--- config.mk ---
export PLATFORM = sky130hd
export DESIGN_NAME = ivr_core
export DESIGN_NICKNAME = d
export VERILOG_FILES = /design/src/rtl/ivr_core.v
export VERILOG_INCLUDE_DIRS = /design/src /design/src/common
export SDC_FILE = /design/constraint.sdc
export NUM_CORES = 1
export LEC_CHECK = 0
export CORE_ASPECT_RATIO = 0.6
export CORE_MARGIN = 4
export CORE_UTILIZATION = 31
export CTS_BUF_LIST = sky130_fd_sc_hd__clkbuf_4 sky130_fd_sc_hd__clkbuf_8 sky130_fd_sc_hd__clkbuf_16
export CTS_CLUSTER_DIAMETER = 200
export DETAILED_ROUTE_END_ITERATION = 16
export DONT_BUFFER_PORTS = 1
export GPL_TIMING_DRIVEN = 0
export PLACE_DENSITY = 0.44
export SYNTH_ARGS = -nofsm -noshare
export SYNTH_HDL_FRONTEND = slang
export SYNTH_SLANG_ARGS = --single-unit
export TNS_END_PERCENT = 30
--- constraint.sdc ---
create_clock -name clk_sys -period 60.9 [get_ports clk_sys]
set_input_delay 9.135 -clock clk_sys [delete_from_list [all_inputs] [get_ports clk_sys]]
set_output_delay 9.135 -clock clk_sys [all_outputs]
set_load 0.01 [all_outputs]
--- src/common/ivr_defs.vh ---
// constants for the interrupt vector resolver
// assumes a 20-bit address space and APB word addressing
`ifndef IVR_DEFS_VH
`define IVR_DEFS_VH
// fixed vector entries
`define IVR_FIX_LOW    20'hFFFDC
`define IVR_FIX_HIGH   20'hFFFFF
`define IVR_FIX_UND    20'hFFFDC
`define IVR_FIX_OVF    20'hFFFE0
`define IVR_FIX_BRK    20'hFFFE4
`define IVR_FIX_AMATCH 20'hFFFE8
`define IVR_FIX_STEP   20'hFFFEC
`define IVR_FIX_WDOG   20'hFFFF0
`define IVR_FIX_DBG    20'hFFFF4
`define IVR_FIX_NMI    20'hFFFF8
`define IVR_FIX_RESET  20'hFFFFC
`define IVR_BRK_REDIR  8'hFF
// variable table: 256 bytes, 4 bytes per slot
`define IVR_TABLE_BYTES 9'h100
`define IVR_SLOT_BRK    6'h00
`define IVR_LAST_PERIPH 6'h1F
// register indices, byte address = 4 * index
`define IVR_IDX_FLAG  12'h010
`define IVR_IDX_BASE  12'h011
`define IVR_IDX_DCFG  12'h012
`define IVR_IDX_STAT  12'h013
`define IVR_IDX_CTRL0 12'h040
`define IVR_IDX_CAUSE 12'h35F
// fields
`define IVR_FLAG_IEN  0
`define IVR_FLAG_IPLL 4
`define IVR_CTRL_REQ  3
`define IVR_DCFG_AMEN 0
`define IVR_DCFG_I2C  1
`define IVR_CAUSE_S8  6
`define IVR_CAUSE_S9  7
// non-maskable pending bits, lowest index wins
`define IVR_NM_RESET 0
`define IVR_NM_WDOG  1
`define IVR_NM_NMI   2
`define IVR_NM_DBG   3
`define IVR_NM_STEP  4
`define IVR_NM_AMAT  5
`define IVR_NM_UND   6
`define IVR_NM_OVF   7
`define IVR_NM_BRK   8
`define IVR_NM_SWI   9
`define IVR_NM_COUNT 10
`endif

--- src/rtl/ivr_core.v ---
// interrupt vector resolver: source state, priority gating, vector address
// assumes an APB master on clk_sys and a CPU sequencer that acks vectors
//
// Notes on behaviour
// - fixed 4-byte vectors span FFFDC..FFFFF
// - undefined opcode uses entry FFFDC
// - overflow trap uses entry FFFE0
// - break uses FFFE4, FF redirects slot 0
// - address match uses FFFE8, needs enable
// - step FFFEC, debugger FFFF4, debug only
// - NMI pin uses entry FFFF8
// - variable table 256 bytes at base
// - slot n sits at base plus 4n
// - slot zero is break, unmaskable
// - pin irqs at slots 4, 29-31
// - type-B timers at slots 5-7, 26-28
// - type-A timers at slots 21-25
// - async serial at slots 17-20
// - slots 15/16 carry NACK/ACK in I2C
// - slots 8/9 picked by cause bits 6,7
// - slots 10-14 collision, DMA, key, A-D
// - slots 32-63 software only, unmaskable
// - per-source request and level, flag word
// - request bit: write 0 clears only
// - gating applies to maskable sources only
// - accept: enable, request, level above PROCESSOR_PRIORITY_LEVEL
// - level 0 off, 7 highest
// - hardware sets, accept clears request bit
// - global enable resets to zero
//
// The placing of the registers and register access over APB were decided locally.
`timescale 1ns/1ns
`include "ivr_defs.vh"
module ivr_core (
  // clock, reset, enable
  input  wire        clk_sys,
  input  wire        resetn,
  input  wire        ce,
  // apb slave
  input  wire        psel,
  input  wire        penable,
  input  wire        pwrite,
  input  wire [13:0] paddr,
  input  wire [31:0] pwdata,
  output wire        pready,
  output reg  [31:0] prdata,
  output wire        pslverr,
  // peripheral request pulses, index is slot
  input  wire [31:0] periphEvt,
  input  wire        clockedSerialBEvt,
  input  wire        clockedSerialAEvt,
  input  wire        i2cNackEvt,
  input  wire        i2cAckEvt,
  // special sources
  input  wire        nmiPinN,
  input  wire        watchdogEvt,
  input  wire        addrMatchEvt,
  input  wire        singleStepEvt,
  input  wire        debuggerBreakEvt,
  // cpu instruction traps
  input  wire        undefOpcodeEvt,
  input  wire        overflowTrapEvt,
  input  wire        breakInstrEvt,
  input  wire [7:0]  breakFixedByte,
  input  wire        softIntEvt,
  input  wire [5:0]  softIntNum,
  // vector to cpu sequencer
  output reg         vecValid,
  output reg  [19:0] vecAddr,
  output reg  [5:0]  vecNum,
  output reg  [2:0]  vecLevel,
  output reg         vecMaskable,
  input  wire        vecAck
);

// ==========================================================
// state
wire [95:0] ctrlLevelFlat;
wire [31:0] ctrlReq;
reg        flagIen;
reg [2:0]  flagIpl;
reg [19:0] tableBase;
reg        amatchEn;
reg        i2cMode;
reg [1:0]  causeSel;
reg [`IVR_NM_COUNT-1:0] nmPend;
reg [5:0]  swNum;
reg        ackHold;
reg        accDone;
reg [3:0]  vecKind;
reg        nmiSync1;
reg        nmiSync2;
reg        nmiLast;

// ==========================================================
// apb decode; one wait state so read data comes from a flop
wire [11:0] wIdx     = paddr[13:2];
wire        access   = psel & penable;
wire        doIt     = access & accDone;
wire        isCtrl   = (wIdx >= `IVR_IDX_CTRL0) && (wIdx < `IVR_IDX_CTRL0 + 12'h020);
wire [4:0]  ctrlN    = wIdx[4:0];
wire        mapped   = isCtrl || wIdx == `IVR_IDX_FLAG || wIdx == `IVR_IDX_BASE ||
                       wIdx == `IVR_IDX_DCFG || wIdx == `IVR_IDX_STAT ||
                       wIdx == `IVR_IDX_CAUSE;
wire        wrStb    = doIt & pwrite & mapped;
// a frozen cycle must not complete a transfer the registers did not take
assign pready  = doIt & ce;
assign pslverr = doIt & ce & ~mapped;

always @(posedge clk_sys or negedge resetn) begin
  if (!resetn) begin
    accDone <= 1'b0;
  end else if (ce) begin
    accDone <= access & ~accDone;
  end
end

always @(posedge clk_sys or negedge resetn) begin
  if (!resetn) begin
    prdata <= 32'h00000000;
  end else if (ce && access && !accDone) begin
    prdata <= 32'h00000000;
    if (isCtrl) begin
      prdata[2:0]           <= ctrlLevelFlat[3*ctrlN +: 3];
      prdata[`IVR_CTRL_REQ] <= ctrlReq[ctrlN];
    end else if (wIdx == `IVR_IDX_FLAG) begin
      prdata[`IVR_FLAG_IEN]                  <= flagIen;
      prdata[`IVR_FLAG_IPLL+2:`IVR_FLAG_IPLL] <= flagIpl;
    end else if (wIdx == `IVR_IDX_BASE) begin
      prdata[19:0] <= tableBase;
    end else if (wIdx == `IVR_IDX_DCFG) begin
      prdata[`IVR_DCFG_AMEN] <= amatchEn;
      prdata[`IVR_DCFG_I2C]  <= i2cMode;
    end else if (wIdx == `IVR_IDX_STAT) begin
      prdata[0]    <= vecValid;
      prdata[1]    <= vecMaskable;
      prdata[7:2]  <= vecNum;
      prdata[10:8] <= vecLevel;
    end else if (wIdx == `IVR_IDX_CAUSE) begin
      prdata[`IVR_CAUSE_S9:`IVR_CAUSE_S8] <= causeSel;
    end
  end
end

// ==========================================================
// configuration registers
always @(posedge clk_sys or negedge resetn) begin
  if (!resetn) begin
    flagIen   <= 1'b0;
    flagIpl   <= 3'h0;
    tableBase <= 20'h00000;
    amatchEn  <= 1'b0;
    i2cMode   <= 1'b0;
    causeSel  <= 2'h0;
  end else if (ce && wrStb) begin
    if (wIdx == `IVR_IDX_FLAG) begin
      flagIen <= pwdata[`IVR_FLAG_IEN];
      flagIpl <= pwdata[`IVR_FLAG_IPLL+2:`IVR_FLAG_IPLL];
    end
    if (wIdx == `IVR_IDX_BASE)
      tableBase <= pwdata[19:0];
    if (wIdx == `IVR_IDX_DCFG) begin
      amatchEn <= pwdata[`IVR_DCFG_AMEN];
      i2cMode  <= pwdata[`IVR_DCFG_I2C];
    end
    if (wIdx == `IVR_IDX_CAUSE)
      causeSel <= pwdata[`IVR_CAUSE_S9:`IVR_CAUSE_S8];
  end
end

// ==========================================================
// slot event routing
reg [31:0] slotEvt;
always @* begin
  slotEvt    = periphEvt;
  slotEvt[0] = 1'b0;
  slotEvt[8] = causeSel[0] ? periphEvt[8] : clockedSerialBEvt;
  slotEvt[9] = causeSel[1] ? periphEvt[9] : clockedSerialAEvt;
  slotEvt[15] = i2cMode ? i2cNackEvt : periphEvt[15];
  slotEvt[16] = i2cMode ? i2cAckEvt : periphEvt[16];
end

// ==========================================================
// per-source control; a new event beats a same-cycle clear
wire ackTake = vecValid & vecAck & ~ackHold;
genvar g;
generate
  for (g = 0; g < 32; g = g + 1) begin : gCtrl
    ivr_src_ctrl u_src (
      .clk_sys   (clk_sys),
      .resetn    (resetn),
      .ce        (ce),
      .wrHit     (wrStb & isCtrl & (ctrlN == g)),
      .wrData    (pwdata[3:0]),
      .reqSet    (slotEvt[g]),
      .reqAccept (ackTake & vecMaskable & (vecNum == g)),
      .level     (ctrlLevelFlat[3*g +: 3]),
      .req       (ctrlReq[g])
    );
  end
endgenerate

// ==========================================================
// nmi pin synchroniser, falling edge
always @(posedge clk_sys or negedge resetn) begin
  if (!resetn) begin
    nmiSync1 <= 1'b1;
    nmiSync2 <= 1'b1;
    nmiLast  <= 1'b1;
  end else if (ce) begin
    nmiSync1 <= nmiPinN;
    nmiSync2 <= nmiSync1;
    nmiLast  <= nmiSync2;
  end
end
wire nmiFall = nmiLast & ~nmiSync2;

// ==========================================================
// non-maskable pending bits; set wins over the accept clear
reg [`IVR_NM_COUNT-1:0] nmSet;
always @* begin
  nmSet = {`IVR_NM_COUNT{1'b0}};
  nmSet[`IVR_NM_WDOG] = watchdogEvt;
  nmSet[`IVR_NM_NMI]  = nmiFall;
  nmSet[`IVR_NM_DBG]  = debuggerBreakEvt;
  nmSet[`IVR_NM_STEP] = singleStepEvt;
  nmSet[`IVR_NM_AMAT] = addrMatchEvt & amatchEn;
  nmSet[`IVR_NM_UND]  = undefOpcodeEvt;
  nmSet[`IVR_NM_OVF]  = overflowTrapEvt;
  nmSet[`IVR_NM_BRK]  = breakInstrEvt;
  nmSet[`IVR_NM_SWI]  = softIntEvt;
end

always @(posedge clk_sys or negedge resetn) begin
  if (!resetn) begin
    nmPend <= 10'h001;
    swNum  <= 6'h00;
  end else if (ce) begin
    nmPend <= nmSet | (nmPend & ~((ackTake && !vecMaskable) ?
              (10'h001 << vecKind) : 10'h000));
    if (softIntEvt)
      swNum <= softIntNum;
  end
end

// ==========================================================
// resolution: fixed sources first, then best maskable level
reg [4:0]  bestN;
reg [2:0]  bestLvl;
reg        bestHit;
reg [3:0]  nmIdx;
reg        nmHit;
integer    i;
always @* begin
  bestN   = 5'h00;
  bestLvl = 3'h0;
  bestHit = 1'b0;
  for (i = 1; i < 32; i = i + 1) begin
    if (ctrlReq[i] && ctrlLevelFlat[3*i +: 3] > flagIpl && ctrlLevelFlat[3*i +: 3] > bestLvl) begin
      bestN   = i[4:0];
      bestLvl = ctrlLevelFlat[3*i +: 3];
      bestHit = 1'b1;
    end
  end
  bestHit = bestHit & flagIen;
  nmIdx = 4'h0;
  nmHit = 1'b0;
  for (i = `IVR_NM_COUNT - 1; i >= 0; i = i - 1) begin
    if (nmPend[i]) begin
      nmIdx = i[3:0];
      nmHit = 1'b1;
    end
  end
end

// variable slot address; offsets stay inside the 256-byte window
function [19:0] slotAddr;
  input [19:0] base;
  input [5:0]  n;
  begin
    slotAddr = base + {12'h000, n, 2'b00};
  end
endfunction

reg [19:0] nmAddr;
reg [5:0]  nmNum;
always @* begin
  nmNum = 6'h00;
  case (nmIdx)
    `IVR_NM_RESET: nmAddr = `IVR_FIX_RESET;
    `IVR_NM_WDOG:  nmAddr = `IVR_FIX_WDOG;
    `IVR_NM_NMI:   nmAddr = `IVR_FIX_NMI;
    `IVR_NM_DBG:   nmAddr = `IVR_FIX_DBG;
    `IVR_NM_STEP:  nmAddr = `IVR_FIX_STEP;
    `IVR_NM_AMAT:  nmAddr = `IVR_FIX_AMATCH;
    `IVR_NM_UND:   nmAddr = `IVR_FIX_UND;
    `IVR_NM_OVF:   nmAddr = `IVR_FIX_OVF;
    `IVR_NM_BRK: begin
      nmAddr = (breakFixedByte == `IVR_BRK_REDIR) ?
               slotAddr(tableBase, `IVR_SLOT_BRK) : `IVR_FIX_BRK;
    end
    `IVR_NM_SWI: begin
      nmAddr = slotAddr(tableBase, swNum);
      nmNum  = swNum;
    end
    default: nmAddr = `IVR_FIX_RESET;
  endcase
end

// ==========================================================
// vector register; re-resolved every cycle, paused one cycle after an
// accept so a stale choice is never offered twice
always @(posedge clk_sys or negedge resetn) begin
  if (!resetn) begin
    vecValid    <= 1'b0;
    vecAddr     <= 20'h00000;
    vecNum      <= 6'h00;
    vecLevel    <= 3'h0;
    vecMaskable <= 1'b0;
    vecKind     <= 4'h0;
    ackHold     <= 1'b0;
  end else if (ce) begin
    ackHold <= ackTake;
    if (ackTake || ackHold) begin
      vecValid <= 1'b0;
    end else if (nmHit) begin
      vecValid    <= 1'b1;
      vecAddr     <= nmAddr;
      vecNum      <= nmNum;
      vecLevel    <= 3'h0;
      vecMaskable <= 1'b0;
      vecKind     <= nmIdx;
    end else if (bestHit) begin
      vecValid    <= 1'b1;
      vecAddr     <= slotAddr(tableBase, {1'b0, bestN});
      vecNum      <= {1'b0, bestN};
      vecLevel    <= bestLvl;
      vecMaskable <= 1'b1;
      vecKind     <= 4'h0;
    end else begin
      vecValid <= 1'b0;
    end
  end
end

endmodule

// ==========================================================
// one source: priority level and request bit; the request bit sits
// just above the level field in the written word
module ivr_src_ctrl #(
  parameter LEVEL_W = 3
) (
  // clock, reset, enable
  input  wire               clk_sys,
  input  wire               resetn,
  input  wire               ce,
  // software write
  input  wire               wrHit,
  input  wire [LEVEL_W:0]   wrData,
  // hardware events
  input  wire               reqSet,
  input  wire               reqAccept,
  // state
  output reg  [LEVEL_W-1:0] level,
  output reg                req
);

always @(posedge clk_sys or negedge resetn) begin
  if (!resetn) begin
    level <= {LEVEL_W{1'b0}};
    req   <= 1'b0;
  end else if (ce) begin
    if (wrHit)
      level <= wrData[LEVEL_W-1:0];
    if (reqSet)
      req <= 1'b1;
    else if (reqAccept)
      req <= 1'b0;
    else if (wrHit && !wrData[LEVEL_W])
      req <= 1'b0;
  end
end

endmodule

==> results of run 1 <==
worst max path at each step:
stage	startpoint	endpoint	slack (ps)	cells after the start
6_report	flagIpl[1]	vecAddr[18]	9680	231
5_1_grt	flagIpl[1]	vecAddr[18]	5560	232
4_1_cts	flagIpl[1]	vecAddr[18]	10600	232
3_5_place_dp	flagIpl[1]	vecAddr[18]	10790	232
3_3_place_gp	flagIpl[1]	vecAddr[18]	10570	231
2_1_floorplan	flagIpl[1]	vecAddr[18]	18900	232
worst max-delay path, delay by kind of cell, from the launching register on:
kind / cells / cell delay (ps)
AO/OA/AOI/OAI: 89 / 19630
XOR/XNOR: 1 / 220
adder cells (fa/ha/maj): 42 / 11970
buffers and inverters: 10 / 1950
flip-flops: 1 / 390
multiplexers: 10 / 3790
AND/OR/NAND/NOR: 79 / 13020
placed cells by master (no fill, tap or decap), types with 16 or more instances in the layout:
master     synthesis  final
nor2b_1           34     34
nor4_1            17     16
and3_1            27     27
mux4_2            38     38
a31oi_1           20     20
a32o_1            16     16
clkbuf_1          51     51
nand4_1           19     19
o211ai_1          29     29
a211oi_1          16     16
nand2_1          261    261
clkbuf_16          0     25
and2_1            32     32
dfrtp_1          227    226
nor3_1            48     48
inv_1             94     92
a22o_1            23     23
a21o_1            26     26
nand3_1          119    119
o21a_1            20     20
nand2b_1          26     26
a21oi_1          101    101
ha_1             144    144
o21ai_0          133    133
nor2_1           162    162
mux2_2           126    126
metal layers:
layer | share of wire | track usage
met5 | 0.00042 | 0
met4 | 0.0094 | 0.0271
met3 | 0.12 | 0.0777
met1 | 0.51 | 0.410
met2 | 0.37 | 0.310
cell type report:
type | count | share of cell area
Antenna cell | 5 | 0.000603
Clock inverter | 11 | 0.00645
Sequential cell | 231 | 0.279
Clock buffer | 33 | 0.0346
Multi-Input combinational cell | 1712 | 0.593
Inverter | 94 | 0.0170
Timing Repair Buffer | 4 | 0.00314
Tap cell | 781 | 0.0471
Buffer | 84 | 0.0188
stage by stage:
step           utilization  hold slack, ps  cell area (µm²)  cells  worst slack (ps)
6_report             0.348             498            20700   2955              9680
5_1_grt              0.348             527            20700   2951              5560
4_1_cts              0.348             510            20700   2950             10600
3_5_place_dp         0.334             494            19900   2906             10790
3_3_place_gp         0.332             490            19800   2902             10570
2_1_floorplan            -             467            18800   2121             18900
cell families after synthesis:
family,Yosys count,share of synthesized area
compound gates,539,0.199
simple gates,798,0.203
buf+inv,178,0.0396
flops,231,0.308
mux,185,0.136
xor+xnor,20,0.00932
other cells,1,0.000200
fa+ha+maj,158,0.105
power by group through the flow:
| stage | Clock [mW] | Combinational (mW) | Sequential [mW] |
|---|---|---|---|
| finish | 0.166 | 0.0328 | 0.160 |
| global route | 0.175 | 0.0345 | 0.160 |
| CTS | 0.168 | 0.0311 | 0.160 |
| detailed placement | 0 | 0.0310 | 0.163 |
| global placement | 0 | 0.0306 | 0.163 |
| floorplan | 0 | 0.0193 | 0.161 |
state kept, by name (all words and copies together) (netlist names), 2 cells and up:
name and cells:
gCtrl.u_src.level 96, gCtrl.u_src.req 31, prdata 20, tableBase 20, vecAddr 20, nmPend 10, swNum 6, vecNum 6
vecKind 4, flagIpl 3, vecLevel 3, causeSel 2
==> results.toml, run 1 <==
[yosys]
yosysMostFrequentCell = "nand2_1"
synth_edf_count = 0
synthFlopType = "dfrtp_1"
synth_top_area_share = 0.302
synthArstFlopShare = 1.00
synth_top_area_cell = "dfrtp_1"
synth.area.top_cells = "dfrtp_1 (30%), ha_1 (9.6%), mux2_2 (7.6%)"
synthCells = 2110
yosys_warnings = 0
synth.cell_area_mm2 = 0.0188
syn_area_per_cell_um2 = 8.90
yosysSeqAreaShare = 0.308
synth-seq-cells = 231
ys_top_cells_by_count = "nand2_1 (261), dfrtp_1 (227), nor2_1 (162), ha_1 (144), o21ai_0 (133)"
netlist-cell-type-count = 95

[sta]
tightest_slew_ps = 1440
skew_ps = 22.0
drv_slew = 0
max_freq_ghz = 0.0195
final_hold_viol_count = 0
tns_ps = 0
slew_headroom = 0.0292
rsz0062_at_grt = "no"
finalSetupViolCount = 0
fin_crit_sh = 0.841
period_needed_ps = 51220

[placed_design]
numPortBuffers = 0
gp_congestion = 0.975
hpwl_um = 66300

[critical_path]
timing_worst_setup_path_type = "reg2reg"
regToRegSetupSlack_ps = 9680
rr_worst_depth = 231
r2r-end = "vecAddr[18]"
worstPathArrival_ps = 51610
rr_startpoint = "flagIpl[1]"
max_stage_delay_ps = 680
cp_slowest_cell = "nor3_1"
required_ps = 61290
worst_setup_path_end_kind = "flop"
startpoint_type = "flop"
crit_fanout = 19

[pwr]
power_density_mw_per_mm2 = 17.3
irDropWorstVdd_mv = 0.0141
seqPwrFrac = 0.446
total_power_uw = 359
internal_power_uw = 261
p_sw_frac = 0.272
p_leak_nw = 9.12
power.share.clock = 0.462
combPwrFrac = 0.091
p_sw_uw = 97.7

[clocking]
cts_sinks = 231
htreeDepth = 1
clk_pin_slew_ps = 70
clockBufferDepth = 3
clk_latency_ps = 560
post_cts_buffers = 0
cts_hold_buf = 0
cts_resized = 0
cts_tree = "done"
numCtsBuffers = 24
cts-root-buf = "clkbuf_16"

[global_routing]
grt_remaining_overflow = 0
grt_pass1_vias = 16500
grt_max_degree = 232
grt_pass1_wl_um = 119000
track_usage = 0.248
antenna_found_initial = 12

[detailed_routing]
wire_per_inst_um = 28.1
dr.pass1.iters = 6
routed_wl_um = 83000
vias = 17800
route.detailed.drc = 0
drtIter0Drc = 2363
drtAntennaViolNets = 0
viasPerCell = 6.04

[floorplanning]
die_area_mm2 = 0.0647
coreArea_mm2 = 0.0596
die_width_um = 326
rows = 69
io_pins = 177
start_util = 0.315
die-height_um = 199

[worst_hold_path]
hold_depth = 2
hold_start = "nmiSync1"
min_to = "nmiSync2"
holdCritPathClass = "reg2reg"

[final_layout]
syn_to_final_growth_pct = 10.4
regArea_mm2 = 0.00579
finalNetCount = 2409
multiInputGateArea_mm2 = 0.0123
drive_above_1_share = 0.136
fill_cells = 6149

[job]
cap_violations = 0

[status]
outcome = "complete, no violations"
No activity file was read; power rests on OpenSTA's default activity.
==> run 2: changes to the inputs <==
ABC_AREA = 1   (was not set)
clock period = 49.6 ns   (was 60.9 ns; I/O delays follow)
==> results.toml, run 2 <==
[status]
outcome = "complete, no violations"

[final_layout]
regMostFlops = "gCtrl.u_src.level"
finalNetCount = 2758
reg.largest.list = "gCtrl.u_src.level x96, gCtrl.u_src.req x31"
fill_cells = 6200
drive_above_1_share = 0.127
most-common-layout-cells = "nand2_1 (620), inv_1 (244), o21ai_0 (231), dfrtp_1 (226), nand3_1 (165)"
final_common_cell = "nand2_1"
syn_to_final_growth_pct = 10.9
fin_util = 0.351
largest_reg_flops = 96

[yosys]
syn_area_per_cell_um2 = 7.49
synthCells = 2457
synth-seq-cells = 231
yosysSeqAreaShare = 0.314
synth_top_area_share = 0.309
synth.area.top_cells = "dfrtp_1 (31%), nand2_1 (13%), ha_1 (9.8%)"
synthArstFlopShare = 1.00
yosysMostFrequentCell = "nand2_1"
netlist-cell-type-count = 68
synth_edf_count = 0
synth.cell_area_mm2 = 0.0184
ys_top_cells_by_count = "nand2_1 (620), inv_1 (246), o21ai_0 (231), dfrtp_1 (227), nand3_1 (165)"
synth_top_area_cell = "dfrtp_1"
synthFlopType = "dfrtp_1"
yosys_warnings = 0

[sta]
tns_ps = 0
slew_headroom = 0.166
final_hold_viol_count = 0
period_needed_ps = 39720
finalSetupViolCount = 0
fin_crit_sh = 0.801
tightest_slew_ps = 1250
skew_ps = 13.2
max_freq_ghz = 0.0252
rsz0062_at_grt = "no"
drv_slew = 0

[critical_path]
crit_buf_inv = 19
crit_fanout = 23
cp_top_family = "simple AND/OR/NAND/NOR gates"
worst_setup_path_end_kind = "flop"
cp_slowest_cell = "nand3_1"
cpMostUsedCell = "o21ai_0"
timing_worst_setup_path_type = "reg2reg"
required_ps = 50120
startpoint_type = "flop"
max_stage_delay_ps = 500
worstPathArrival_ps = 40240

[detailed_routing]
routed_wl_um = 83000
route.detailed.drc = 0
viasPerCell = 5.44
vias = 17900
wire_per_inst_um = 25.2
drtIter0Drc = 1884
drtAntennaViolNets = 0
dr.pass1.iters = 6

[clocking]
clockBufferDepth = 3
cts_tree = "done"
cts_sinks = 231
cts_resized = 0
clk_pin_slew_ps = 60
clk_latency_ps = 590
post_cts_buffers = 0
cts_hold_buf = 0
cts-root-buf = "clkbuf_16"
htreeDepth = 1
numCtsBuffers = 27

[global_routing]
grt_pass1_wl_um = 120000
track_usage = 0.257
antenna_found_initial = 12
grt_remaining_overflow = 0
grt_pass1_vias = 17000
grt_max_degree = 232

[pwr]
p_sw_uw = 141
internal_power_uw = 339
combPwrFrac = 0.104
power.share.clock = 0.462
irDropWorstVdd_mv = 0.0211
p_leak_nw = 9.42
power_density_mw_per_mm2 = 23.5
p_sw_frac = 0.293
seqPwrFrac = 0.434

[floorplanning]
die-height_um = 197
start_util = 0.317
coreArea_mm2 = 0.0581
rows = 68
die_area_mm2 = 0.0634
io_pins = 177
die_width_um = 323

[placed_design]
numPortBuffers = 0
gp_congestion = 0.983
hpwl_um = 66600

[job]
cap_violations = 0

[worst_hold_path]
holdCritPathClass = "reg2reg"
## run 2: changes by cell type after synthesis, moves of 27 or more
cell,delta
nand3_2,+51
nand3_1,+46
o21ai_0,+98
nand2_2,+66
nor2b_1,-34
mux2_2,-109
and3_1,-27
mux4_2,-38
nand2_1,+359
inv_1,+152
nand2_4,+35
and2_1,-29
## run 2: worst register-to-register path: cells and delay by family (launching register included)
| family | cells | cell delay, ps |
|---|---|---|
| AOI/OAI and AO/OA | 51 | 11910 |
| adders and majority gates | 32 | 9580 |
| buffers and inverters | 19 | 1980 |
| DFF | 1 | 440 |
| and+or+nand+nor | 126 | 15700 |
## run 2: layout make-up
class / instances / area [µm²] / area share
clock inverter: 11 / 164 / 0.00803
timing repair buffer: 3 / 60.1 / 0.00294
buffer: 67 / 365 / 0.0179
tap: 770 / 963 / 0.0472
antenna: 6 / 15.0 / 0.000736
clock buffer: 37 / 769 / 0.0377
sequential: 231 / 5790 / 0.283
inverter: 276 / 1070 / 0.0523
multi-input combinational: 1894 / 11200 / 0.550
## run 2: cell families after synthesis
family,after synthesis,synth area share
XOR/XNOR,11,0.00524
AO/OA/AOI/OAI,511,0.170
multiplexers,17,0.0104
other,1,0.000204
buffers and inverters,343,0.0779
flip-flops,231,0.314
AND/OR/NAND/NOR,1197,0.322
adder cells (fa/ha/maj),146,0.100
## run 2: worst paths after layout
kind / depth (start not counted) / slack (ps) / start / to
setup / recovery: 228 / 9880 / flagIpl[2] / vecAddr[16]
hold / removal: 2 / 470 / nmiSync1 / nmiSync1
setup reg to reg: 228 / 9880 / flagIpl[2] / vecAddr[16]
hold reg to reg: 2 / 470 / nmiSync1 / nmiSync1
max in group asynchronous: 0 / 42630 / resetn / nmiLast
min in group asynchronous: 0 / 6550 / resetn / prdata[8]
## run 2: metrics by stage
step / hold WS [ps] / setup WS [ps] / instance area [µm²] / cells / power, mW
floorplan: 444 / 16370 / 18400 / 2468 / 0.238
finish: 466 / 9880 / 20400 / 3295 / 0.480
global route: 486 / 5850 / 20400 / 3290 / 0.494
detailed placement: 457 / 10210 / 19500 / 3241 / 0.260
CTS: 466 / 10110 / 20400 / 3289 / 0.481
global placement: 451 / 9510 / 19400 / 3238 / 0.260
## run 2: power by group through the flow
stage | Clock (mW) | Combinational, mW | Sequential (mW)
floorplan | 0 | 0.0304 | 0.208
global placement | 0 | 0.0480 | 0.212
detailed placement | 0 | 0.0481 | 0.212
CTS | 0.224 | 0.0483 | 0.208
global route | 0.232 | 0.0532 | 0.209
finish | 0.222 | 0.0500 | 0.208
## run 2: per-layer routing
metal | up-vias | track usage | share of wire
li1 | 8485 | - | -
met1 | 8592 | 0.412 | 0.51
met2 | 739 | 0.326 | 0.36
met3 | 85 | 0.0916 | 0.12
met4 | 12 | 0.0349 | 0.013
met5 | - | 0 | 0.00088
